File: src/core/ssmd_pkg.sv
package ssmd_pkg;
  typedef enum logic [1:0] {
    SSMD_OFF = 2'h0,
    SSMD_NORMAL = 2'h1,
    SSMD_FULL = 2'h2
  } ssmd_unit_e;
  typedef enum logic [2:0] {
    SSMD_ACTIVE = 3'h1,
    SSMD_LIGHT = 3'h2,
    SSMD_DEEP = 3'h4
  } ssmd_mode_e;
  localparam logic [7:0] SSMD_ADDR_LOW_CTL = 8'h00;
  localparam logic [7:0] SSMD_ADDR_HIGH_CTL = 8'h04;
  localparam logic [7:0] SSMD_ADDR_MODE = 8'h08;
  localparam logic [7:0] SSMD_ADDR_STATE = 8'h0C;
  localparam logic [7:0] SSMD_ADDR_IRQ_STAT = 8'h10;
  localparam logic [7:0] SSMD_ADDR_IRQ_EN = 8'h14;
  localparam logic [7:0] SSMD_ADDR_IRQ_CLR = 8'h18;
  // control field positions, shared by both sides
  localparam int SSMD_B_SV_EN = 0;
  localparam int SSMD_B_SV_KEEP = 1;
  localparam int SSMD_B_SV_FP = 2;
  localparam int SSMD_B_MON_EN = 3;
  localparam int SSMD_B_MON_FP = 4;
  localparam int SSMD_B_AUTO = 5;
  localparam logic [5:0] SSMD_CTL_RESET = 6'h00;
  // settling delay after a control write, ns
  localparam int SSMD_CLK_NS = 25;
  localparam int SSMD_SETTLE_NS = 150000;
  localparam int SSMD_SETTLE_CYC = (SSMD_SETTLE_NS + SSMD_CLK_NS - 1) / SSMD_CLK_NS;
  localparam int SSMD_WAKE_SLOW_NS = 150000;
  localparam logic [1:0] SSMD_RESP_OKAY = 2'h0;
  localparam logic [1:0] SSMD_RESP_SLVERR = 2'h2;
endpackage : ssmd_pkg

File: src/core/ssmd_top.sv
`timescale 1ns/1ps
module ssmd_top #(
  parameter int SETTLE_CYC = ssmd_pkg::SSMD_SETTLE_CYC
) (
  // clock and reset
  input wire logic core_clk_i,
  input wire logic rst_i,
  // axi4-lite write
  input wire logic [7:0] s_axi_awaddr_i,
  input wire logic s_axi_awvalid_i,
  output logic s_axi_awready_o,
  input wire logic [31:0] s_axi_wdata_i,
  input wire logic [3:0] s_axi_wstrb_i,
  input wire logic s_axi_wvalid_i,
  output logic s_axi_wready_o,
  output logic [1:0] s_axi_bresp_o,
  output logic s_axi_bvalid_o,
  input wire logic s_axi_bready_i,
  // axi4-lite read
  input wire logic [7:0] s_axi_araddr_i,
  input wire logic s_axi_arvalid_i,
  output logic s_axi_arready_o,
  output logic [31:0] s_axi_rdata_o,
  output logic [1:0] s_axi_rresp_o,
  output logic s_axi_rvalid_o,
  input wire logic s_axi_rready_i,
  // decoded unit states and wake-up
  output ssmd_pkg::ssmd_unit_e low_sv_state_o,
  output ssmd_pkg::ssmd_unit_e low_mon_state_o,
  output ssmd_pkg::ssmd_unit_e high_sv_state_o,
  output ssmd_pkg::ssmd_unit_e high_mon_state_o,
  output logic wake_slow_o,
  output logic affected_config_o,
  output logic low_side_settling_flag_o,
  output logic high_side_settling_flag_o,
  output logic irq_o
);
  import ssmd_pkg::*;

  // decode of one unit for a mode; keep bit forced for monitors
  function automatic ssmd_unit_e unit_dec(input logic en, input logic keep, input logic fp,
                                          input logic auto_c, input ssmd_mode_e m);
    ssmd_unit_e r;
    r = SSMD_OFF;
    if (!en) begin
      r = SSMD_OFF;
    end else if (m != SSMD_DEEP) begin
      r = fp ? SSMD_FULL : SSMD_NORMAL;
    end else if (!keep) begin
      r = SSMD_OFF;
    end else if (!auto_c) begin
      r = fp ? SSMD_FULL : SSMD_NORMAL;
    end else begin
      r = fp ? SSMD_NORMAL : SSMD_OFF;
    end
    return r;
  endfunction : unit_dec

  logic [5:0] low_ctl, next_low_ctl, high_ctl, next_high_ctl;
  ssmd_mode_e mode, next_mode;
  logic [5:0] low_snap, next_low_snap, high_snap, next_high_snap;
  logic [17:0] low_cnt, next_low_cnt, high_cnt, next_high_cnt;
  logic [2:0] irq_stat, next_irq_stat, irq_en, next_irq_en;
  logic aw_got, next_aw_got, w_got, next_w_got, bvalid, next_bvalid;
  logic [7:0] aw_addr, next_aw_addr;
  logic [31:0] w_data, next_w_data;
  logic [1:0] bresp, next_bresp, rresp, next_rresp;
  logic rvalid, next_rvalid;
  logic [31:0] rdata, next_rdata;
  ssmd_unit_e next_lsv, next_lmon, next_hsv, next_hmon;
  logic next_wake_slow, next_affected;
  logic wr_fire, mode_chg, low_wr, high_wr, deep_entry_early;
  logic [2:0] ev;

  assign s_axi_awready_o = !aw_got && !bvalid;
  assign s_axi_wready_o = !w_got && !bvalid;
  assign s_axi_arready_o = !rvalid;
  assign s_axi_bvalid_o = bvalid;
  assign s_axi_bresp_o = bresp;
  assign s_axi_rvalid_o = rvalid;
  assign s_axi_rdata_o = rdata;
  assign s_axi_rresp_o = rresp;
  assign low_side_settling_flag_o = (low_cnt != 18'h0);
  assign high_side_settling_flag_o = (high_cnt != 18'h0);
  assign irq_o = |(irq_stat & irq_en);

  always_comb begin
    next_aw_got = aw_got;
    next_aw_addr = aw_addr;
    next_w_got = w_got;
    next_w_data = w_data;
    next_bvalid = bvalid;
    next_bresp = bresp;
    next_low_ctl = low_ctl;
    next_high_ctl = high_ctl;
    next_mode = mode;
    next_irq_en = irq_en;
    low_wr = 1'b0;
    high_wr = 1'b0;
    if (s_axi_awvalid_i && s_axi_awready_o) begin
      next_aw_got = 1'b1;
      next_aw_addr = s_axi_awaddr_i;
    end
    if (s_axi_wvalid_i && s_axi_wready_o) begin
      next_w_got = 1'b1;
      next_w_data = s_axi_wdata_i;
    end
    wr_fire = aw_got && w_got && !bvalid;
    if (wr_fire) begin
      next_aw_got = 1'b0;
      next_w_got = 1'b0;
      next_bvalid = 1'b1;
      next_bresp = SSMD_RESP_OKAY;
      unique case (aw_addr)
        SSMD_ADDR_LOW_CTL: begin
          next_low_ctl = w_data[5:0];
          low_wr = 1'b1;
        end
        SSMD_ADDR_HIGH_CTL: begin
          next_high_ctl = w_data[5:0];
          high_wr = 1'b1;
        end
        SSMD_ADDR_MODE: begin
          if (w_data[2:0] == SSMD_ACTIVE || w_data[2:0] == SSMD_LIGHT ||
              w_data[2:0] == SSMD_DEEP) begin
            next_mode = ssmd_mode_e'(w_data[2:0]);
          end else begin
            next_bresp = SSMD_RESP_SLVERR;
          end
        end
        SSMD_ADDR_IRQ_EN: next_irq_en = w_data[2:0];
        SSMD_ADDR_IRQ_CLR, SSMD_ADDR_STATE, SSMD_ADDR_IRQ_STAT: ;
        default: next_bresp = SSMD_RESP_SLVERR;
      endcase
    end
    if (bvalid && s_axi_bready_i) begin
      next_bvalid = 1'b0;
    end
  end

  // settling counters restart on any write to that side
  always_comb begin
    next_low_cnt = low_cnt;
    next_high_cnt = high_cnt;
    if (low_wr) begin
      next_low_cnt = 18'(SETTLE_CYC);
    end else if (low_cnt != 18'h0) begin
      next_low_cnt = low_cnt - 18'h1;
    end
    if (high_wr) begin
      next_high_cnt = 18'(SETTLE_CYC);
    end else if (high_cnt != 18'h0) begin
      next_high_cnt = high_cnt - 18'h1;
    end
  end

  // snapshot settings at each mode change; deep sleep uses the snapshot
  assign mode_chg = (next_mode != mode);
  assign deep_entry_early = mode_chg && (next_mode == SSMD_DEEP) &&
                            (low_side_settling_flag_o || high_side_settling_flag_o);
  always_comb begin
    next_low_snap = mode_chg ? low_ctl : low_snap;
    next_high_snap = mode_chg ? high_ctl : high_snap;
  end

  always_comb begin
    logic [5:0] l;
    logic [5:0] h;
    logic low_fast;
    l = (next_mode == SSMD_DEEP) ? next_low_snap : next_low_ctl;
    h = (next_mode == SSMD_DEEP) ? next_high_snap : next_high_ctl;
    // hazard check calls the low side fast unless both low units run at normal
    low_fast = !(l[SSMD_B_SV_EN] && !l[SSMD_B_SV_FP]) ||
               !(l[SSMD_B_MON_EN] && !l[SSMD_B_MON_FP]);
    next_lsv = unit_dec(l[SSMD_B_SV_EN], l[SSMD_B_SV_KEEP], l[SSMD_B_SV_FP],
                        l[SSMD_B_AUTO], next_mode);
    next_lmon = unit_dec(l[SSMD_B_MON_EN], 1'b1, l[SSMD_B_MON_FP], l[SSMD_B_AUTO], next_mode);
    next_hsv = unit_dec(h[SSMD_B_SV_EN], h[SSMD_B_SV_KEEP], h[SSMD_B_SV_FP],
                        h[SSMD_B_AUTO], next_mode);
    next_hmon = unit_dec(h[SSMD_B_MON_EN], 1'b1, h[SSMD_B_MON_FP], h[SSMD_B_AUTO], next_mode);
    // slow whenever a low unit is enabled at normal performance
    next_wake_slow = (l[SSMD_B_SV_EN] && !l[SSMD_B_SV_FP]) ||
                     (l[SSMD_B_MON_EN] && !l[SSMD_B_MON_FP]);
    next_affected = low_fast && ((h[SSMD_B_SV_EN] && !h[SSMD_B_SV_FP] &&
                    (!h[SSMD_B_SV_KEEP] || h[SSMD_B_AUTO])) ||
                    (h[SSMD_B_MON_EN] && !h[SSMD_B_MON_FP] && h[SSMD_B_AUTO]));
  end

  // events: early deep entry, exposed config in deep sleep, settle done
  always_comb begin
    ev[0] = deep_entry_early;
    ev[1] = mode_chg && (next_mode == SSMD_DEEP) && next_affected;
    ev[2] = (low_cnt == 18'h1) || (high_cnt == 18'h1);
    next_irq_stat = irq_stat;
    if (wr_fire && aw_addr == SSMD_ADDR_IRQ_CLR) begin
      next_irq_stat = irq_stat & ~w_data[2:0];
    end
    // set beats clear in the same cycle
    next_irq_stat = next_irq_stat | ev;
  end

  always_comb begin
    next_rvalid = rvalid;
    next_rdata = rdata;
    next_rresp = rresp;
    if (s_axi_arvalid_i && s_axi_arready_o) begin
      next_rvalid = 1'b1;
      next_rresp = SSMD_RESP_OKAY;
      next_rdata = 32'h0;
      unique case (s_axi_araddr_i)
        SSMD_ADDR_LOW_CTL: next_rdata = {26'h0, low_ctl};
        SSMD_ADDR_HIGH_CTL: next_rdata = {26'h0, high_ctl};
        SSMD_ADDR_MODE: next_rdata = {29'h0, mode};
        SSMD_ADDR_STATE: next_rdata = {20'h0, affected_config_o, wake_slow_o,
                                       high_side_settling_flag_o, low_side_settling_flag_o,
                                       high_mon_state_o, high_sv_state_o,
                                       low_mon_state_o, low_sv_state_o};
        SSMD_ADDR_IRQ_STAT: next_rdata = {29'h0, irq_stat};
        SSMD_ADDR_IRQ_EN: next_rdata = {29'h0, irq_en};
        SSMD_ADDR_IRQ_CLR: ;
        default: next_rresp = SSMD_RESP_SLVERR;
      endcase
    end else if (rvalid && s_axi_rready_i) begin
      next_rvalid = 1'b0;
    end
  end

  always_ff @(posedge core_clk_i or posedge rst_i) begin
    if (rst_i) begin
      aw_got <= 1'b0;
      aw_addr <= 8'h00;
      w_got <= 1'b0;
      w_data <= 32'h0;
      bvalid <= 1'b0;
      bresp <= SSMD_RESP_OKAY;
      rvalid <= 1'b0;
      rdata <= 32'h0;
      rresp <= SSMD_RESP_OKAY;
      low_ctl <= SSMD_CTL_RESET;
      high_ctl <= SSMD_CTL_RESET;
      low_snap <= SSMD_CTL_RESET;
      high_snap <= SSMD_CTL_RESET;
      mode <= SSMD_ACTIVE;
      low_cnt <= 18'h0;
      high_cnt <= 18'h0;
      irq_stat <= 3'h0;
      irq_en <= 3'h0;
      low_sv_state_o <= SSMD_OFF;
      low_mon_state_o <= SSMD_OFF;
      high_sv_state_o <= SSMD_OFF;
      high_mon_state_o <= SSMD_OFF;
      wake_slow_o <= 1'b0;
      affected_config_o <= 1'b0;
    end else begin
      aw_got <= next_aw_got;
      aw_addr <= next_aw_addr;
      w_got <= next_w_got;
      w_data <= next_w_data;
      bvalid <= next_bvalid;
      bresp <= next_bresp;
      rvalid <= next_rvalid;
      rdata <= next_rdata;
      rresp <= next_rresp;
      low_ctl <= next_low_ctl;
      high_ctl <= next_high_ctl;
      low_snap <= next_low_snap;
      high_snap <= next_high_snap;
      mode <= next_mode;
      low_cnt <= next_low_cnt;
      high_cnt <= next_high_cnt;
      irq_stat <= next_irq_stat;
      irq_en <= next_irq_en;
      low_sv_state_o <= next_lsv;
      low_mon_state_o <= next_lmon;
      high_sv_state_o <= next_hsv;
      high_mon_state_o <= next_hmon;
      wake_slow_o <= next_wake_slow;
      affected_config_o <= next_affected;
    end
  end
endmodule : ssmd_top

File: config.mk
export PLATFORM = sky130hd
export DESIGN_NAME = ssmd_top
export DESIGN_NICKNAME = d
export VERILOG_FILES = /design/src/core/ssmd_pkg.sv /design/src/core/ssmd_top.sv
export SDC_FILE = /design/constraint.sdc
export NUM_CORES = 1
export LEC_CHECK = 0
export ABC_AREA = 1
export ABC_CLOCK_PERIOD_IN_PS = 3400
export BUFFER_PORTS_ARGS = -buffer_cell sky130_fd_sc_hd__buf_4
export CAP_MARGIN = 10
export CORE_MARGIN = 8
export CORE_UTILIZATION = 51
export CTS_BUF_LIST = sky130_fd_sc_hd__clkbuf_16
export DETAILED_ROUTE_END_ITERATION = 10
export GPL_TIMING_DRIVEN = 0
export HOLD_SLACK_MARGIN = 0.03
export MAX_ROUTING_LAYER = met4
export PLACE_DENSITY = 0.75
export SYNTH_ARGS = -nofsm -noshare
export SYNTH_HDL_FRONTEND = slang
export SYNTH_SLANG_ARGS = --single-unit
File: constraint.sdc
create_clock -name core_clk_i -period 3.4 [get_ports core_clk_i]
set_clock_uncertainty 0.1 [all_clocks]
set_input_delay 0.51 -clock core_clk_i [delete_from_list [all_inputs] [get_ports core_clk_i]]
set_output_delay 0.51 -clock core_clk_i [all_outputs]
set_load 0.01 [all_outputs]
Word-level counts from Yosys, hierarchy flattened
Index checks and enable logic that the tools add are counted.

storage, ports and cells
  register bits = 133
  output and inout port bits = 54

cells by class
  add/subtract/negate cells = 2
  equal/unequal tests = 20
  multiplexer cells = 54
  bitwise logic cells = 4
  reductions and logical operators = 53

operators with widths
  cell                   count
  $mux 18                4
  $pmux 12 s6            1
  $eq 8x5->1 const B     6
  $mux 6                 8
  $mux 2                 20
  $eq 18x1->1 const B    2
  $reduce_bool 18->1     2
  $sub 18x1->18 const B  2
  $eq 8x4->1 const B     4
  $logic_and 1x1->1      20
  $eq 8x3->1 const B     2
  $logic_not 8->1        2
  $mux 1                 16
  $mux 3                 4
  $reduce_bool 2->1      6
  $logic_not 1->1        11
  $logic_or 1x1->1       8
  $reduce_or 7->1        1
  $and 3x3->3            2
  $eq 3x3->1 const B     2
  $reduce_or 6->1        1
  $pmux 2 s2             1
  $eq 3x1->1 const B     1
  $eq 3x2->1 const B     1
  other kinds (6)        6

Longest topological paths before layout
  depth after elaboration = 16
  mapped depth = 18
  mapped depth without buffers = 17

Worst setup path after synthesis
Ideal clock, no wire load.

  path type = reg-to-reg
  from = reg bvalid, in the netlist s_axi_bvalid_o
  to = reg low_sv_state_o[0]
  setup time = 0.113 ns
  data arrival time = 2.122 ns
  setup slack = 1.065 ns
  cell stages (with the launch flop) = 17
  buffers on the path = 1
  period minus slack after synthesis = 2.335 ns
  path through = dfrtp_1 -> inv_1 -> nand3_4 -> inv_1 -> nand4_1 -> nand2_1 -> nor2_2 -> nand2_2 -> buf_4 -> nor2_1 -> a21oi_1 -> o21ai_0 -> ha_1 -> nand2_1 -> o21ai_0 -> nand2_1 -> inv_1

RTL lines
  item                        RTL line         text
  from (decl)                 ssmd_top.sv:64   logic aw_got, next_aw_got, w_got, next_w_got, bvalid, next_bvalid;
  from (signal assigned)      ssmd_top.sv:259  bvalid <= next_bvalid;
  $logic_not 1->1             ssmd_top.sv:108  wr_fire = aw_got && w_got && !bvalid;
  $logic_and 1x1->1           ssmd_top.sv:108
  $mux 3                      ssmd_top.sv:109  if (wr_fire) begin
  $ne 3x3->1                  ssmd_top.sv:158  assign mode_chg = (next_mode != mode);
  $mux 6                      ssmd_top.sv:162  next_low_snap = mode_chg ? low_ctl : low_snap;
  named net next_low_snap[5]  ssmd_top.sv:61   logic [5:0] low_snap, next_low_snap, high_snap, next_high_snap;
  $mux 6                      ssmd_top.sv:170  l = (next_mode == SSMD_DEEP) ? next_low_snap : next_low_ctl;
  $mux 2                      ssmd_top.sv:51   end else if (!auto_c) begin
  $mux 2                      ssmd_top.sv:49   end else if (!keep) begin
  $mux 2                      ssmd_top.sv:47   end else if (m != SSMD_DEEP) begin
  $mux 2                      ssmd_top.sv:45   if (!en) begin
  named net next_lsv[0]       ssmd_top.sv:70   ssmd_unit_e next_lsv, next_lmon, next_hsv, next_hmon;
  to (signal assigned)        ssmd_top.sv:273  low_sv_state_o <= next_lsv;
  to (decl)                   ssmd_top.sv:28   output ssmd_pkg::ssmd_unit_e low_sv_state_o,

The timed path passes the listed nets, and every way through them passes these cells.
A chain may end at the register's enable or synchronous reset.

Worst setup path after layout
  from = reg w_data[1]
  to = reg low_sv_state_o[0]

RTL lines
  item                                             RTL line         text
  from (decl)                                      ssmd_top.sv:66   logic [31:0] w_data, next_w_data;
  from (signal assigned)                           ssmd_top.sv:258  w_data <= next_w_data;
  $eq 3x1->1 / $eq 3x2->1 (equally long branches)  ssmd_top.sv:124  if (w_data[2:0] == SSMD_ACTIVE || w_data[2:0] == SSMD_LIGHT ||
  $logic_or 1x1->1 (2 in series)                   ssmd_top.sv:124
  $mux 3 *                                         ssmd_top.sv:124
  $mux 3 *                                         ssmd_top.sv:114  unique case (aw_addr)
  $mux 3 *                                         ssmd_top.sv:109
  $ne 3x3->1 *                                     ssmd_top.sv:158
  $mux 6 *                                         ssmd_top.sv:162
  named net next_low_snap[5]                       ssmd_top.sv:61
  $mux 6 *                                         ssmd_top.sv:170
  $mux 2 *                                         ssmd_top.sv:51
  $mux 2 *                                         ssmd_top.sv:49
  $mux 2 *                                         ssmd_top.sv:47
  $mux 2 *                                         ssmd_top.sv:45
  named net next_lsv[0]                            ssmd_top.sv:70

Mark *: on every way through the listed nets, which the timed path passes. The rest lies on a longest branch.

==> summary.txt <==
Run status
  • Status: completed

Clock tree
  • Worst skew pair latency: around 350 ps
  • Worst-path clk slew: 70 ps
  • CTS Buf Count: 9
  • Post-CTS Hold Fix Bufs: 1
  • CTS Root Cell: clkbuf_16
  • CTS max path bufs: 2
  • H-tree levels: 3
  • Setup bufs post-CTS: 0
  • CTS tree: done
  • Sink Count: 111
  • Post-CTS sizing: 0

Worst setup path
  • Worst path required time: between 3000 and 4000 ps
  • CP Capture Type: flip-flop
  • R2R cell count: 16
  • Slowest Stage Delay on Critical Path: ~500 ps
  • Worst Path Buf+Inv: 3
  • CP cell instances: inv_2 > nand3_2 > nand3_4 > nand4_1 > nand2_1 > nor2_2 > nand2_2 > buf_4 > nor2_1 > a21oi_1 > o21ai_0 > ha_1 > nand2_1 > o21ai_0 > nand2_1 > inv_1
  • Delay-heaviest family, CP: simple AND/OR/NAND/NOR gates
  • End of the worst register-to-register path: low_sv_state_o[0]
  • Most common cell on crit path: nand2_1
  • Crit path DAT: approximately 3000 ps
  • Worst-path maximum fanout: 10
  • CP max stage cell: dfrtp_1
  • Critical Path Source Type: flip-flop
  • R2R Setup Slk: approximately 570 ps
  • Crit path kind: reg -> reg
  • Reg-to-reg startpoint: w_data[1]

Place
  • Port Buffers: 60
  • DP Wirelength: roughly 11,000 um
  • Place WS: 633.7 ps
  • Placed cell area: 6729 um^2
  • RePlAce Congestion: 0.9259

Synthesis
  • Seq/Total Area, Yosys: 46.65%
  • Mean area per synthesized cell: 7.890 um^2
  • Cells after Synth: 755
  • Share of the synthesized area in the top cell type: 46.21%
  • Synth top area cells: dfrtp_1 46%, nand2_1 9.6%, inv_1 6.7%
  • Register bit total from synthesis: 111
  • Asr flop ratio synth: 100.0%
  • Mapped cell area: 5957 um^2
  • Post-synth EDFFs: 0
  • Synth Flop Type: dfrtp_1
  • Count of cell types in the netlist: 49
  • Yosys warns: 0
  • Area leader, netlist: dfrtp_1

Global route
  • Grt ovf: 0
  • Largest net degree at the start of global routing: 39
  • GRT Util Overall: slightly above 20%
  • Global-route wire length before repair: 24,610 um
  • Initial antenna violation count: 0
  • Vias in the first global route: 5,173

Run
  • Max-cap viol count: 0

Worst hold path
  • Hold depth: 2
  • Path category of the worst min-delay check: in -> reg
  • Hold Path Origin: s_axi_bready_i
  • Hold EP: s_axi_bvalid_o

Finish
  • Layout cell share with drive strength beyond 1: 16.47%
  • Final instance area: 7012 um^2
  • Layout Utilization: 61.41%
  • Fillcell total: about 1,000
  • Area growth syn-to-layout: 17.71%
  • Layout net count: 918
  • N_diodes: 0

Route
  • First-pass detailed-route iteration total: 5
  • WL per Instance: 14.74 um
  • Drt total wl: 14,730 um
  • DR vias/cell: 5.256
  • Drt drc: 0
  • Initial DRC count: 308
  • Post-route antenna net violation count: 0
  • Vias: 5,251

Power and ir drop
  • Pwr Density: 590.8 nW/um^2
  • LEAKAGE: 3.713 nW
  • Maximum vdd drop: 0.4032 mV

Timing
  • Final worst slack: 566.9 ps
  • Fin. Hold Viols: 0
  • Crit share post-route: a little over four fifths
  • Worst slew margin: 60.33%
  • Fin. max-slew vios: 0
  • Setup_tns: 0 ps
  • Slew @ Worst Pin: about 600 ps
  • Hold Slack: around 240 ps
  • Post-layout minimum cycle time: ~2800 ps
  • Final setup fails: 0
  • RSZ-0062 raised after global routing: false
  • Fmax: around 350 MHz

Floorplanning
  • Core Box Area: about 11,000 um^2
  • Rows: 39
  • Die extent in x: 124.1 um
  • Total die area: 15,390 um^2
  • Initial Utilization: 52.17%
  • Io pins: 113
  • Die height: 124.1 um
## metrics by stage
step | total power, W | instances
2_1_floorplan | 0.002783 | 776
3_3_place_gp | 0.003077 | 979
3_5_place_dp | 0.003154 | 982
4_1_cts | 0.004148 | 999
5_1_grt | 0.004436 | 999
6_report | 0.004143 | 999
## kinds of logic after synthesis
logic type	Yosys count	synth area share, %
AO/OA/AOI/OAI	127	12.27
XOR/XNOR	2	0.2941
adder cells (fa/ha/maj)	8	1.680
buffers and inverters	154	11.74
flip-flops	111	46.65
multiplexers	3	0.5671
other	1	0.06295
AND/OR/NAND/NOR	349	26.74
## worst reg2reg max path: stages, from the launching register on
cell and delay (ps):
dfrtp_1 500, inv_2 160, nand3_2 130, nand3_4 140
nand4_1 130, nand2_1 70, nor2_2 170, nand2_2 130
buf_4 190, nor2_1 90, a21oi_1 60, o21ai_0 320
ha_1 300, nand2_1 60, o21ai_0 70, nand2_1 70
inv_1 40
## worst max-delay path by stage
stage                              start                 to  slack (ps)  cells past startpoint
final                          w_data[1]  low_sv_state_o[0]         570                     16
after global routing          aw_addr[4]  low_sv_state_o[0]         400                     18
after CTS                      w_data[1]  low_sv_state_o[0]         620                     15
after detailed placement       w_data[1]  low_sv_state_o[0]         630                     15
after global placement         w_data[1]  low_sv_state_o[0]         650                     15
after floorplan           s_axi_bvalid_o  low_sv_state_o[0]        1060                     16
## final cells by class
class	instances	area, um^2	share of cell area (%)
buffer	35	247.7	3.533
clock buffer	9	225.2	3.212
clock inverter	7	47.55	0.6781
inverter	119	455.4	6.495
multi-input combinational	511	2557	36.47
sequential	111	2779	39.63
tap	143	178.9	2.552
timing repair buffer	64	520.5	7.423
## synthesized netlist by cell type, types with 5 or more instances
cell and count:
nor2_1 85, nand4_1 17, nand3_2 5, nand2_1 153, dfrtp_1 110, o21ai_0 53, nor3_1 15, clkbuf_1 7
nand3_1 45, a21oi_1 40, ha_1 8, nand2_2 5, inv_2 8, nor4_1 6, inv_1 107, o22ai_1 8
buf_4 24, and2_1 5
## layer usage
layer | wire (um) | share of wire, % | track usage [%] | vias to the layer above
met3 | 1034 | 7.0 | 3.445 | 22
met2 | 6938 | 47 | 33.50 | 183
met1 | 6494 | 44 | 25.62 | 2448
li1 | - | - | - | 2598
met5 | 0 | 0 | - | -
met4 | 257 | 1.7 | 6.097 | 0
## power by group
| group | internal [W] | total [W] | switching (W) |
|---|---|---|---|
| clock | 0.000498 | 0.000985 | 0.000488 |
| combinational | 0.000441 | 0.00120 | 0.000761 |
| sequential | 0.00165 | 0.00195 | 0.000308 |
## state kept, by name, summed over array words and instances, names as in the netlist
signal / cells
affected_config_o: 1
aw_addr: 8
aw_got: 1
high_cnt: 18
high_ctl: 6
high_mon_state_o: 2
high_snap: 6
high_sv_state_o: 2
irq_en: 3
irq_stat: 3
low_cnt: 18
low_ctl: 6
low_mon_state_o: 2
low_snap: 6
low_sv_state_o: 2
mode: 3
s_axi_bresp_o: 1
s_axi_bvalid_o: 1
s_axi_rdata_o: 12
s_axi_rresp_o: 1
s_axi_rvalid_o: 1
w_data: 6
w_got: 1
wake_slow_o: 1
## placed cells by master, fill, tap and decap left out, types with 4 or more instances in the layout
cell       synthesis  layout
and2_1             5       5
o22ai_1            8       8
clkbuf_1           7       7
nor4_1             6       6
conb_1             1      22
nor3_1            15      15
o21ai_0           53      53
clkbuf_16          0       9
nand3_2            5       5
inv_1            107     106
buf_12             1       4
nand2_1          153     153
dfrtp_1          110     110
nand3_1           45      45
inv_2              8       8
nand2_2            5       5
clkinv_1           3       5
nor2_1            85      85
a21oi_1           40      40
nand4_1           17      17
buf_4             24      84
ha_1               8       8
(Power assumes the default switching activity.)
